===== config.mk =====
export PLATFORM = sky130hd
export DESIGN_NAME = brownout_guard_config
export DESIGN_NICKNAME = d
export VERILOG_FILES = /design/src/design/bog_pkg.sv /design/src/design/bog_interval_timer.sv /design/src/design/bog_ms_tick.sv /design/src/design/brownout_guard_config.sv
export SDC_FILE = /design/constraint.sdc
export NUM_CORES = 1
export LEC_CHECK = 0
export ABC_AREA = 1
export BUFFER_PORTS_ARGS = -buffer_cell sky130_fd_sc_hd__buf_2
export CORE_MARGIN = 3
export CORE_UTILIZATION = 25
export DETAILED_ROUTE_END_ITERATION = 10
export SYNTH_ARGS = -nofsm -noshare
export SYNTH_HDL_FRONTEND = slang
export SYNTH_HIERARCHICAL = 1
export SYNTH_SLANG_ARGS = --single-unit

===== constraint.sdc =====
create_clock -name clock -period 4.48 [get_ports clock]
set_clock_uncertainty 0.05 [all_clocks]
set_input_delay 0.896 -clock clock [delete_from_list [all_inputs] [get_ports clock]]
set_output_delay 0.896 -clock clock [all_outputs]
set_load 0.01 [all_outputs]

===== src/design/bog_pkg.sv =====
package bog_pkg;
	// Register offsets
	localparam logic [7:0] OFS_CONTROL = 8'h14;
	localparam logic [7:0] OFS_ATTACK_HOLD = 8'h15;
	localparam logic [7:0] OFS_CURLIM_HOLD = 8'h16;
	localparam logic [7:0] OFS_ALIGN_A = 8'h17;
	localparam logic [7:0] OFS_ALIGN_B = 8'h18;
	localparam logic [7:0] OFS_ALIGN_C = 8'h19;
	localparam logic [7:0] OFS_INTERRUPT_MASK_GROUP0 = 8'h1A;
	localparam logic [7:0] OFS_EVT_STATUS = 8'h20;
	localparam logic [7:0] OFS_EVT_MASK = 8'h21;
	localparam logic [7:0] OFS_GUARD_STATE = 8'h22;
	// Reset values
	localparam logic [7:0] RST_CONTROL = 8'h01;
	localparam logic [7:0] RST_ATTACK_HOLD = 8'h2E;
	localparam logic [7:0] RST_CURLIM_HOLD = 8'h60;
	localparam logic [7:0] RST_INTERRUPT_MASK_GROUP0 = 8'hFC;
	localparam logic [7:0] RST_EVT_MASK = 8'h0F;
	// Write masks of mixed registers
	localparam logic [7:0] WMASK_CONTROL = 8'h1F;
	localparam logic [7:0] WMASK_CURLIM = 8'h70;
	// Control field positions
	localparam int BIT_AUX_EN = 4;
	localparam int BIT_HOLD_RELEASE = 3;
	localparam int BIT_HOLD_FOREVER = 2;
	localparam int BIT_MUTE_SHUT = 1;
	localparam int BIT_GUARD_EN = 0;
	// Attack/hold field positions
	localparam int POS_ATK_RATE = 5;
	localparam int POS_ATK_STEP = 3;
	localparam int POS_HOLD_TM = 0;
	localparam int POS_CURLIM_TM = 4;
	// Status event bits
	localparam int EVT_ATTACK = 0;
	localparam int EVT_HOLD_DONE = 1;
	localparam int EVT_RELEASED = 2;
	localparam int EVT_SHUTDOWN = 3;
	// Timing
	localparam int CLK_MHZ = 100;
	localparam int MS_CYCLES = 1000 * CLK_MHZ;
	localparam int RLS_BASE_MS = 10;
	// Attenuation in quarter dB, 8 bits saturates at 63.75 dB
	localparam logic [7:0] ATTEN_MAX = 8'hFF;

	typedef enum logic [1:0] {
		ST_IDLE = 2'b00,
		ST_ATTACK = 2'b01,
		ST_HOLD = 2'b10,
		ST_RELEASE = 2'b11
	} bog_state_t;

	// Hold code to milliseconds
	function automatic logic [9:0] hold_ms(input logic [2:0] code);
		case (code)
			3'h0: hold_ms = 10'd0;
			3'h1: hold_ms = 10'd10;
			3'h2: hold_ms = 10'd25;
			3'h3: hold_ms = 10'd50;
			3'h4: hold_ms = 10'd100;
			3'h5: hold_ms = 10'd250;
			3'h6: hold_ms = 10'd500;
			default: hold_ms = 10'd1000;
		endcase
	endfunction
endpackage


===== src/design/bog_interval_timer.sv =====
// Counts a programmed number of ticks, pulsing done at the end
module bog_interval_timer import bog_pkg::*; (
	// Clock and reset
	input wire logic clock,
	input wire logic reset,
	// Control
	input wire logic start,
	input wire logic tick,
	input wire logic [31:0] length,
	// Status
	output logic busy,
	output logic done
);
	logic [31:0] count_r;

	// Load on start, count down on tick
	always_ff @(posedge clock) begin
		if (reset) begin
			count_r <= 32'h0;
			busy <= 1'b0;
			done <= 1'b0;
		end else begin
			done <= 1'b0;
			if (start) begin
				count_r <= length;
				busy <= (length != 32'h0);
				done <= (length == 32'h0);
			end else if (busy && tick) begin
				if (count_r <= 32'h1) begin
					busy <= 1'b0;
					done <= 1'b1;
				end
				count_r <= count_r - 32'h1;
			end
		end
	end
endmodule


===== src/design/bog_ms_tick.sv =====
// One-cycle pulse every millisecond
module bog_ms_tick import bog_pkg::*; #(
	parameter int MS_LEN = MS_CYCLES
) (
	// Clock and reset
	input wire logic clock,
	input wire logic reset,
	// Tick out
	output logic tick
);
	logic [31:0] cnt_r;

	// Free running divider
	always_ff @(posedge clock) begin
		if (reset) begin
			cnt_r <= 32'h0;
			tick <= 1'b0;
		end else begin
			tick <= (cnt_r == 32'(MS_LEN - 1));
			cnt_r <= (cnt_r == 32'(MS_LEN - 1)) ? 32'h0 : cnt_r + 32'h1;
		end
	end
endmodule


===== src/design/brownout_guard_config.sv =====
// The Wishbone interface to the registers was decided locally.
module brownout_guard_config import bog_pkg::*; #(
	parameter int MS_LEN = MS_CYCLES
) (
	// Clock and reset
	input wire logic clock,
	input wire logic reset,
	// Wishbone slave
	input wire logic wb_cyc_i,
	input wire logic wb_stb_i,
	input wire logic wb_we_i,
	input wire logic [7:0] wb_adr_i,
	input wire logic [3:0] wb_sel_i,
	input wire logic [31:0] wb_dat_i,
	output logic [31:0] wb_dat_o,
	output logic wb_ack_o,
	output logic wb_err_o,
	// Brown-out event and sample strobe
	input wire logic brownoutPin,
	input wire logic sampleStrobe,
	// Shared limiter release settings
	input wire logic [1:0] limiterReleaseStep,
	input wire logic [2:0] limiterReleaseRate,
	// Gain and power control
	output logic [7:0] attenuationQdb,
	output logic muteOut,
	output logic shutdownOut,
	output logic auxEnableOut,
	output logic [2:0] currentLimiterHoldTime,
	output logic [7:0] interruptMaskGroup0,
	// Interrupt
	output logic irq
);
	logic [7:0] control_r;
	logic [7:0] attackHold_r;
	logic [7:0] curlimHold_r;
	logic [7:0] alignA_r;
	logic [7:0] alignC_r;
	logic [7:0] intMask0_r;
	logic [3:0] evtStatus_r;
	logic [3:0] evtMask_r;
	logic [3:0] evtSet;
	logic bo1_r;
	logic bo2_r;
	logic releaseReq_r;
	logic [7:0] sampleCnt_r;
	logic [7:0] atten_r;
	logic muted_r;
	logic shut_r;
	bog_state_t state_r;
	bog_state_t state_nxt;
	logic reqValid;
	logic wrStrobe;
	logic rdHit;
	logic [7:0] rdData;
	logic msTick;
	logic holdStart;
	logic holdBusy;
	logic holdDone;
	logic rlsStart;
	logic rlsBusy;
	logic rlsDone;
	logic [31:0] holdLen;
	logic [31:0] rlsLen;
	logic guardOn;
	logic [2:0] atkRate;
	logic [1:0] atkStep;
	logic [7:0] atkQdb;
	logic [7:0] rlsQdb;
	logic atkDue;
	logic [8:0] attenSum;

	// Address is in the map
	function automatic logic addr_mapped(input logic [7:0] adr);
		addr_mapped = (adr >= OFS_CONTROL && adr <= OFS_INTERRUPT_MASK_GROUP0) ||
			(adr >= OFS_EVT_STATUS && adr <= OFS_GUARD_STATE);
	endfunction

	// Bus request decode
	assign reqValid = wb_cyc_i && wb_stb_i && !wb_ack_o && !wb_err_o;
	assign rdHit = addr_mapped(wb_adr_i);
	assign wrStrobe = reqValid && wb_we_i && wb_sel_i[0] && rdHit;

	// One-cycle answer, error on unmapped address
	always_ff @(posedge clock) begin
		if (reset) begin
			wb_ack_o <= 1'b0;
			wb_err_o <= 1'b0;
			wb_dat_o <= 32'h0;
		end else begin
			wb_ack_o <= reqValid && rdHit;
			wb_err_o <= reqValid && !rdHit;
			wb_dat_o <= {24'h0, rdData};
		end
	end

	// Read mux
	always_comb begin
		case (wb_adr_i)
			OFS_CONTROL: rdData = control_r & 8'h17;
			OFS_ATTACK_HOLD: rdData = attackHold_r;
			OFS_CURLIM_HOLD: rdData = curlimHold_r & WMASK_CURLIM;
			OFS_ALIGN_A: rdData = alignA_r;
			OFS_ALIGN_B: rdData = 8'h00;
			OFS_ALIGN_C: rdData = alignC_r;
			OFS_INTERRUPT_MASK_GROUP0: rdData = intMask0_r;
			OFS_EVT_STATUS: rdData = {4'h0, evtStatus_r};
			OFS_EVT_MASK: rdData = {4'h0, evtMask_r};
			OFS_GUARD_STATE: rdData = {3'h0, shut_r, muted_r, bo2_r, state_r};
			default: rdData = 8'h00;
		endcase
	end

	// Control register with self-clearing release bit
	always_ff @(posedge clock) begin
		if (reset) begin
			control_r <= RST_CONTROL;
		end else if (wrStrobe && wb_adr_i == OFS_CONTROL) begin
			control_r <= wb_dat_i[7:0] & WMASK_CONTROL;
		end else begin
			control_r[BIT_HOLD_RELEASE] <= 1'b0;
		end
	end

	// Release request pulse from a written one
	always_ff @(posedge clock) begin
		if (reset) begin
			releaseReq_r <= 1'b0;
		end else begin
			releaseReq_r <= wrStrobe && wb_adr_i == OFS_CONTROL && wb_dat_i[BIT_HOLD_RELEASE];
		end
	end

	// Configuration registers
	always_ff @(posedge clock) begin
		if (reset) begin
			attackHold_r <= RST_ATTACK_HOLD;
			curlimHold_r <= RST_CURLIM_HOLD;
			alignA_r <= 8'h00;
			alignC_r <= 8'h00;
			intMask0_r <= RST_INTERRUPT_MASK_GROUP0;
		end else if (wrStrobe) begin
			case (wb_adr_i)
				OFS_ATTACK_HOLD: attackHold_r <= wb_dat_i[7:0];
				OFS_CURLIM_HOLD: curlimHold_r <= wb_dat_i[7:0] & WMASK_CURLIM;
				OFS_ALIGN_A: alignA_r <= wb_dat_i[7:0];
				OFS_ALIGN_C: alignC_r <= wb_dat_i[7:0];
				OFS_INTERRUPT_MASK_GROUP0: intMask0_r <= wb_dat_i[7:0];
				default: ;
			endcase
		end
	end

	// Brown-out input synchroniser
	always_ff @(posedge clock) begin
		if (reset) begin
			bo1_r <= 1'b0;
			bo2_r <= 1'b0;
		end else begin
			bo1_r <= brownoutPin;
			bo2_r <= bo1_r;
		end
	end

	assign guardOn = control_r[BIT_GUARD_EN] || control_r[BIT_AUX_EN];
	assign atkRate = attackHold_r[POS_ATK_RATE +: 3];
	assign atkStep = attackHold_r[POS_ATK_STEP +: 2];
	assign atkQdb = {5'h0, atkStep, 1'b0} + 8'h02;
	assign rlsQdb = 8'h01 << limiterReleaseStep;
	assign atkDue = sampleStrobe && (sampleCnt_r == 8'((9'h001 << atkRate) - 9'h001));
	assign holdLen = {22'h0, hold_ms(attackHold_r[POS_HOLD_TM +: 3])};
	assign rlsLen = 32'(RLS_BASE_MS) << limiterReleaseRate;

	// Sample counter for the attack rate
	always_ff @(posedge clock) begin
		if (reset) begin
			sampleCnt_r <= 8'h00;
		end else if (state_r != ST_ATTACK || atkDue) begin
			sampleCnt_r <= 8'h00;
		end else if (sampleStrobe) begin
			sampleCnt_r <= sampleCnt_r + 8'h01;
		end
	end

	bog_ms_tick #(.MS_LEN(MS_LEN)) u_tick (
		.clock(clock),
		.reset(reset),
		.tick(msTick)
	);

	bog_interval_timer u_hold (
		.clock(clock),
		.reset(reset),
		.start(holdStart),
		.tick(msTick),
		.length(holdLen),
		.busy(holdBusy),
		.done(holdDone)
	);

	bog_interval_timer u_release (
		.clock(clock),
		.reset(reset),
		.start(rlsStart),
		.tick(msTick),
		.length(rlsLen),
		.busy(rlsBusy),
		.done(rlsDone)
	);

	// Timed hold starts when the event clears
	assign holdStart = state_r == ST_ATTACK && !bo2_r && !control_r[BIT_HOLD_FOREVER];
	assign rlsStart = (state_r == ST_HOLD && state_nxt == ST_RELEASE) ||
		(state_r == ST_RELEASE && rlsDone && atten_r > rlsQdb);

	// Guard state machine
	always_comb begin
		state_nxt = state_r;
		case (state_r)
			ST_IDLE: if (guardOn && bo2_r) state_nxt = ST_ATTACK;
			ST_ATTACK: if (!bo2_r) state_nxt = ST_HOLD;
			ST_HOLD: begin
				if (bo2_r) begin
					state_nxt = ST_ATTACK;
				end else if (control_r[BIT_HOLD_FOREVER]) begin
					if (releaseReq_r) state_nxt = ST_RELEASE;
				end else if (holdDone || (!holdBusy && !holdStart && releaseReq_r)) begin
					state_nxt = ST_RELEASE;
				end
			end
			ST_RELEASE: begin
				if (bo2_r) state_nxt = ST_ATTACK;
				else if (atten_r == 8'h00) state_nxt = ST_IDLE;
			end
			default: state_nxt = ST_IDLE;
		endcase
		if (!guardOn || shut_r) state_nxt = ST_IDLE;
	end

	always_ff @(posedge clock) begin
		if (reset) begin
			state_r <= ST_IDLE;
		end else begin
			state_r <= state_nxt;
		end
	end

	assign attenSum = {1'b0, atten_r} + {1'b0, atkQdb};

	// Attenuation: attack up, release down
	always_ff @(posedge clock) begin
		if (reset) begin
			atten_r <= 8'h00;
		end else if (!guardOn) begin
			atten_r <= 8'h00;
		end else if (state_r == ST_ATTACK && atkDue) begin
			atten_r <= attenSum[8] ? ATTEN_MAX : attenSum[7:0];
		end else if (state_r == ST_RELEASE && rlsDone) begin
			atten_r <= (atten_r > rlsQdb) ? atten_r - rlsQdb : 8'h00;
		end
	end

	// Mute then shutdown on brown-out
	always_ff @(posedge clock) begin
		if (reset) begin
			muted_r <= 1'b0;
			shut_r <= 1'b0;
		end else begin
			if (guardOn && bo2_r && control_r[BIT_MUTE_SHUT]) muted_r <= 1'b1;
			if (muted_r) shut_r <= 1'b1;
		end
	end

	// Event sources
	assign evtSet[EVT_ATTACK] = state_r != ST_ATTACK && state_nxt == ST_ATTACK;
	assign evtSet[EVT_HOLD_DONE] = state_r == ST_HOLD && state_nxt == ST_RELEASE;
	assign evtSet[EVT_RELEASED] = state_r == ST_RELEASE && state_nxt == ST_IDLE && !bo2_r;
	assign evtSet[EVT_SHUTDOWN] = muted_r && !shut_r;

	// Sticky status, set wins over write-one clear
	always_ff @(posedge clock) begin
		if (reset) begin
			evtStatus_r <= 4'h0;
		end else if (wrStrobe && wb_adr_i == OFS_EVT_STATUS) begin
			evtStatus_r <= (evtStatus_r & ~wb_dat_i[3:0]) | evtSet;
		end else begin
			evtStatus_r <= evtStatus_r | evtSet;
		end
	end

	// Event mask, one enables
	always_ff @(posedge clock) begin
		if (reset) begin
			evtMask_r <= RST_EVT_MASK[3:0];
		end else if (wrStrobe && wb_adr_i == OFS_EVT_MASK) begin
			evtMask_r <= wb_dat_i[3:0];
		end
	end

	// Outputs
	assign irq = |(evtStatus_r & evtMask_r);
	assign attenuationQdb = atten_r;
	assign muteOut = muted_r;
	assign shutdownOut = shut_r;
	assign auxEnableOut = control_r[BIT_AUX_EN];
	assign currentLimiterHoldTime = curlimHold_r[POS_CURLIM_TM +: 3];
	// Mask passed to the interrupt logic
	assign interruptMaskGroup0 = intMask0_r;
endmodule


==> metrics.md <==
| Metric | Value |
|---|---|
| RSZ-0062 raised after global routing | no |
| Clk sink count | 181 |
| Slew HR | 27.7% |
| Slew Viols, Final | 0 |
| Status | completed |
| Met2 routed wirelength | 15200 um |
| Pint | 0.00253 W |
| Die Height | 224 um |
| Post-route cell area | 13500 um2 |
| Main flop type after synthesis | dfxtp_1 |
| Clk Latency, worst-skew pair | 0.45 ns |
| Grt ovf | 0 |
| Std cell rows | 79 |
| FF+latch count, synth | 181 |
| Post-CTS setup buffers | 0 |
| GP Congestion | 0.901 |
| H-tree depth | 4 |
| Total power draw | 0.00347 W |
| Vias | 11800 |
| Leakage | 6.08 nW |
| Detailed placement HPWL | 24800 um |
| Initial core utilization | 25.4% |
| Final worst path period need | 3.22 ns |
| Hold Slack | 0.413 ns |
| Post-synthesis async set-or-reset flop share | 0% |
| Initial antenna violation count | 0 |
| Switching power | 0.000941 W |
| Number of global-route vias before repair | 11300 |
| CP arrival | 3.53 ns |
| Largest net degree at the start of global routing | 52 |
| Final hold vios | 0 |
| Post-DR vias/cell | 4.51 |
| Sequential share of the synthesized area | 30.6% |
| Core area | 46700 um2 |
| R2R setup slack | 1.47 ns |
| Kind of critical path | in -> reg |
| Metal3 WL | 1530 um |
| Yosys warns | 6 |
| Sequential share of power | 47.0% |
| WL/cell | 12.6 um |
| Comb pwr share | 9.2% |
| DIE AREA | 50000 um2 |
| CP startpoint kind | input pin |
| Clock Root Buffer | clkbuf_16 |
| Syn Area/Cell | 6.32 um2 |
| Area grow syn2layout | 13.6% |
| IO buf count | 61 |
| Num ports | 113 |
| Die width | 224 um |
| DRT iter0 DRCs | 908 |
| Placed cell area | 12900 um2 |
| Yosys cell types | 50 |
| Drt pass-1 iters | 5 |
| Max Clk Rate | 311 MHz |
| Ant diodes | 0 |
| Setup tns final | 0 ns |
| Max VDD drop | 278 uV |
| Finished Layout Cells | 2604 |
| Nets | 2057 |
| Final setup violating endpoints | 0 |
| Remaining DRCs | 0 |
| Post-cts resize count | 0 |
| TritonCTS Buffers | 17 |
| Worst-margin pin slew | 1.08 ns |
| Clock power share | 43.8% |
| Clock-pin transition on the worst setup and hold timing paths | 0.07 ns |
| Post-Syn Instances | 1875 |
| First-pass GRT wire length | 55000 um |
| Max FO, Critical Path | 22 |
| Tot GR Track Use | 13.3% |
| Mapped Area | 11800 um2 |
| Final period utilization | 71.8% |
| Hold Buf Count CTS | 0 |
| ANT nets after route | 0 |
| Sw frac | 27.1% |
| Layout cells sized above 1 | 11.0% |
| Clock Path Buffers | 2 |
| Worst Hold Class | reg -> reg |
| Top routing layer used | met4 |
| EDFF count, synth | 0 |
| Fill count | 5161 |
| Nature of the critical path endpoint | flip-flop |
| PwrDens | 258 nW/um2 |
| Cells after DPL | 2572 |
| Post-Route WL | 32900 um |
| CTS tree | yes |
| Met1 Routed Length | 15800 um |
| WP data required | 4.79 ns |
| Max_cap viols | 0 |
[synth_stat cells (3+ instances only)]
master / count / area share [%]
buf_4: 30 / 1.9
nor3_1: 22 / 0.93
a211oi_1: 5 / 0.32
nand3_2: 5 / 0.42
o211ai_1: 21 / 1.3
o21ai_1: 7 / 0.30
inv_1: 259 / 8.2
nand2_4: 10 / 0.95
nor4_1: 7 / 0.37
buf_2: 15 / 0.63
o22ai_1: 16 / 0.85
nor2_1: 288 / 9.1
a31oi_1: 27 / 1.4
xnor2_1: 12 / 0.89
nand4_1: 36 / 1.9
a221oi_1: 3 / 0.22
buf_6: 4 / 0.38
a21oi_1: 71 / 3.0
nand3_4: 3 / 0.44
or2_2: 8 / 0.42
dfxtp_1: 181 / 31
nor2_4: 33 / 3.1
o21ai_0: 56 / 2.4
nor2_2: 21 / 1.1
clkbuf_1: 16 / 0.51
inv_2: 9 / 0.29
xor2_1: 27 / 2.0
nand3_1: 124 / 5.2
nand2_1: 494 / 16
nand2_2: 22 / 1.2
ha_1: 15 / 1.6
[registers in the layout (all words and copies together) (netlist names), 2 cells and up]
register,count
wb_dat_o,8
interruptMaskGroup0,8
curlimHold_r,3
u_hold/count_r,32
u_tick/cnt_r,32
sampleCnt_r,8
evtStatus_r,4
state_r,2
evtMask_r,4
attenuationQdb,8
u_release/count_r,32
alignC_r,8
alignA_r,8
control_r,4
attackHold_r,8
[per-layer routing]
metal	vias up	global-route usage [%]
met5	-	0
met1	5393	17.7
li1	6073	-
met4	0	3.65
met3	26	2.15
met2	259	22.3
[kinds of logic after synthesis]
| group | after synthesis | synth area share [%] |
|---|---|---|
| xor gates and xnor gates | 39 | 2.88 |
| DFF | 181 | 30.6 |
| adders and majority gates | 17 | 1.92 |
| and+or+nand+nor | 1083 | 41.8 |
| buffers and inverters | 334 | 12.0 |
| other | 1 | 0.0317 |
| AOI/OAI and AO/OA | 220 | 10.8 |
[final cells by class]
| type | instances | area (um2) | area share [%] |
|---|---|---|---|
| Sequential cell | 181 | 3620 | 26.9 |
| Clock buffer | 21 | 460 | 3.42 |
| Clock inverter | 11 | 116 | 0.865 |
| Timing Repair Buffer | 68 | 358 | 2.66 |
| Inverter | 269 | 1010 | 7.50 |
| Multi-Input combinational cell | 1447 | 7130 | 53.0 |
| Tap cell | 607 | 759 | 5.64 |
[power by group through the flow]
stage	logic [W]	clock network [W]	registers [W]
final	0.000320	0.00152	0.00163
after global routing	0.000362	0.00163	0.00163
after global placement	0.000310	0	0.00167
after floorplan	0.000253	0	0.00167
after detailed placement	0.000314	0	0.00167
after CTS	0.000315	0.00156	0.00163
[worst paths after layout]
check	start	endpoint	depth (start not counted)
min reg2reg	u_tick/cnt_r[31]	u_tick/cnt_r[31]	2
max reg2reg	attenuationQdb[0]	u_release/busy	16
max	limiterReleaseStep[0]	u_release/count_r[24]	15
min	u_tick/cnt_r[31]	u_tick/cnt_r[31]	2
[metrics by stage]
step	util, %	setup slack (ns)
after detailed placement	27.6	0.812
after floorplan	-	1.35
after global placement	27.6	0.850
after CTS	28.8	1.28
after global routing	28.8	0.949
final	28.8	1.26
[worst max-delay path, stage by stage]
cell	delay, ns
buf_2	0.10
inv_1	0.04
or2_2	0.30
fa_1	0.43
nand3_1	0.09
nand2_1	0.10
o31ai_1	0.11
a21oi_1	0.24
inv_1	0.10
nand2_1	0.13
inv_2	0.09
nand2_2	0.17
inv_2	0.41
o21ai_0	0.16
a21oi_1	0.16
[layout by cell type, fill, tap and decap left out, types with 21 or more instances in the layout]
cell,synthesis,layout
nand4_1,36,36
nand3_1,124,124
nand2_2,22,22
o21ai_0,56,56
nor2_2,21,21
a31oi_1,27,27
xor2_1,27,27
inv_1,259,259
nor2_4,33,33
dfxtp_1,181,181
conb_1,1,88
a21oi_1,71,71
nor2_1,288,288
buf_2,15,61
nor3_1,22,22
nand2_1,494,494
o211ai_1,21,21
No activity file was read; power rests on OpenSTA's default activity.
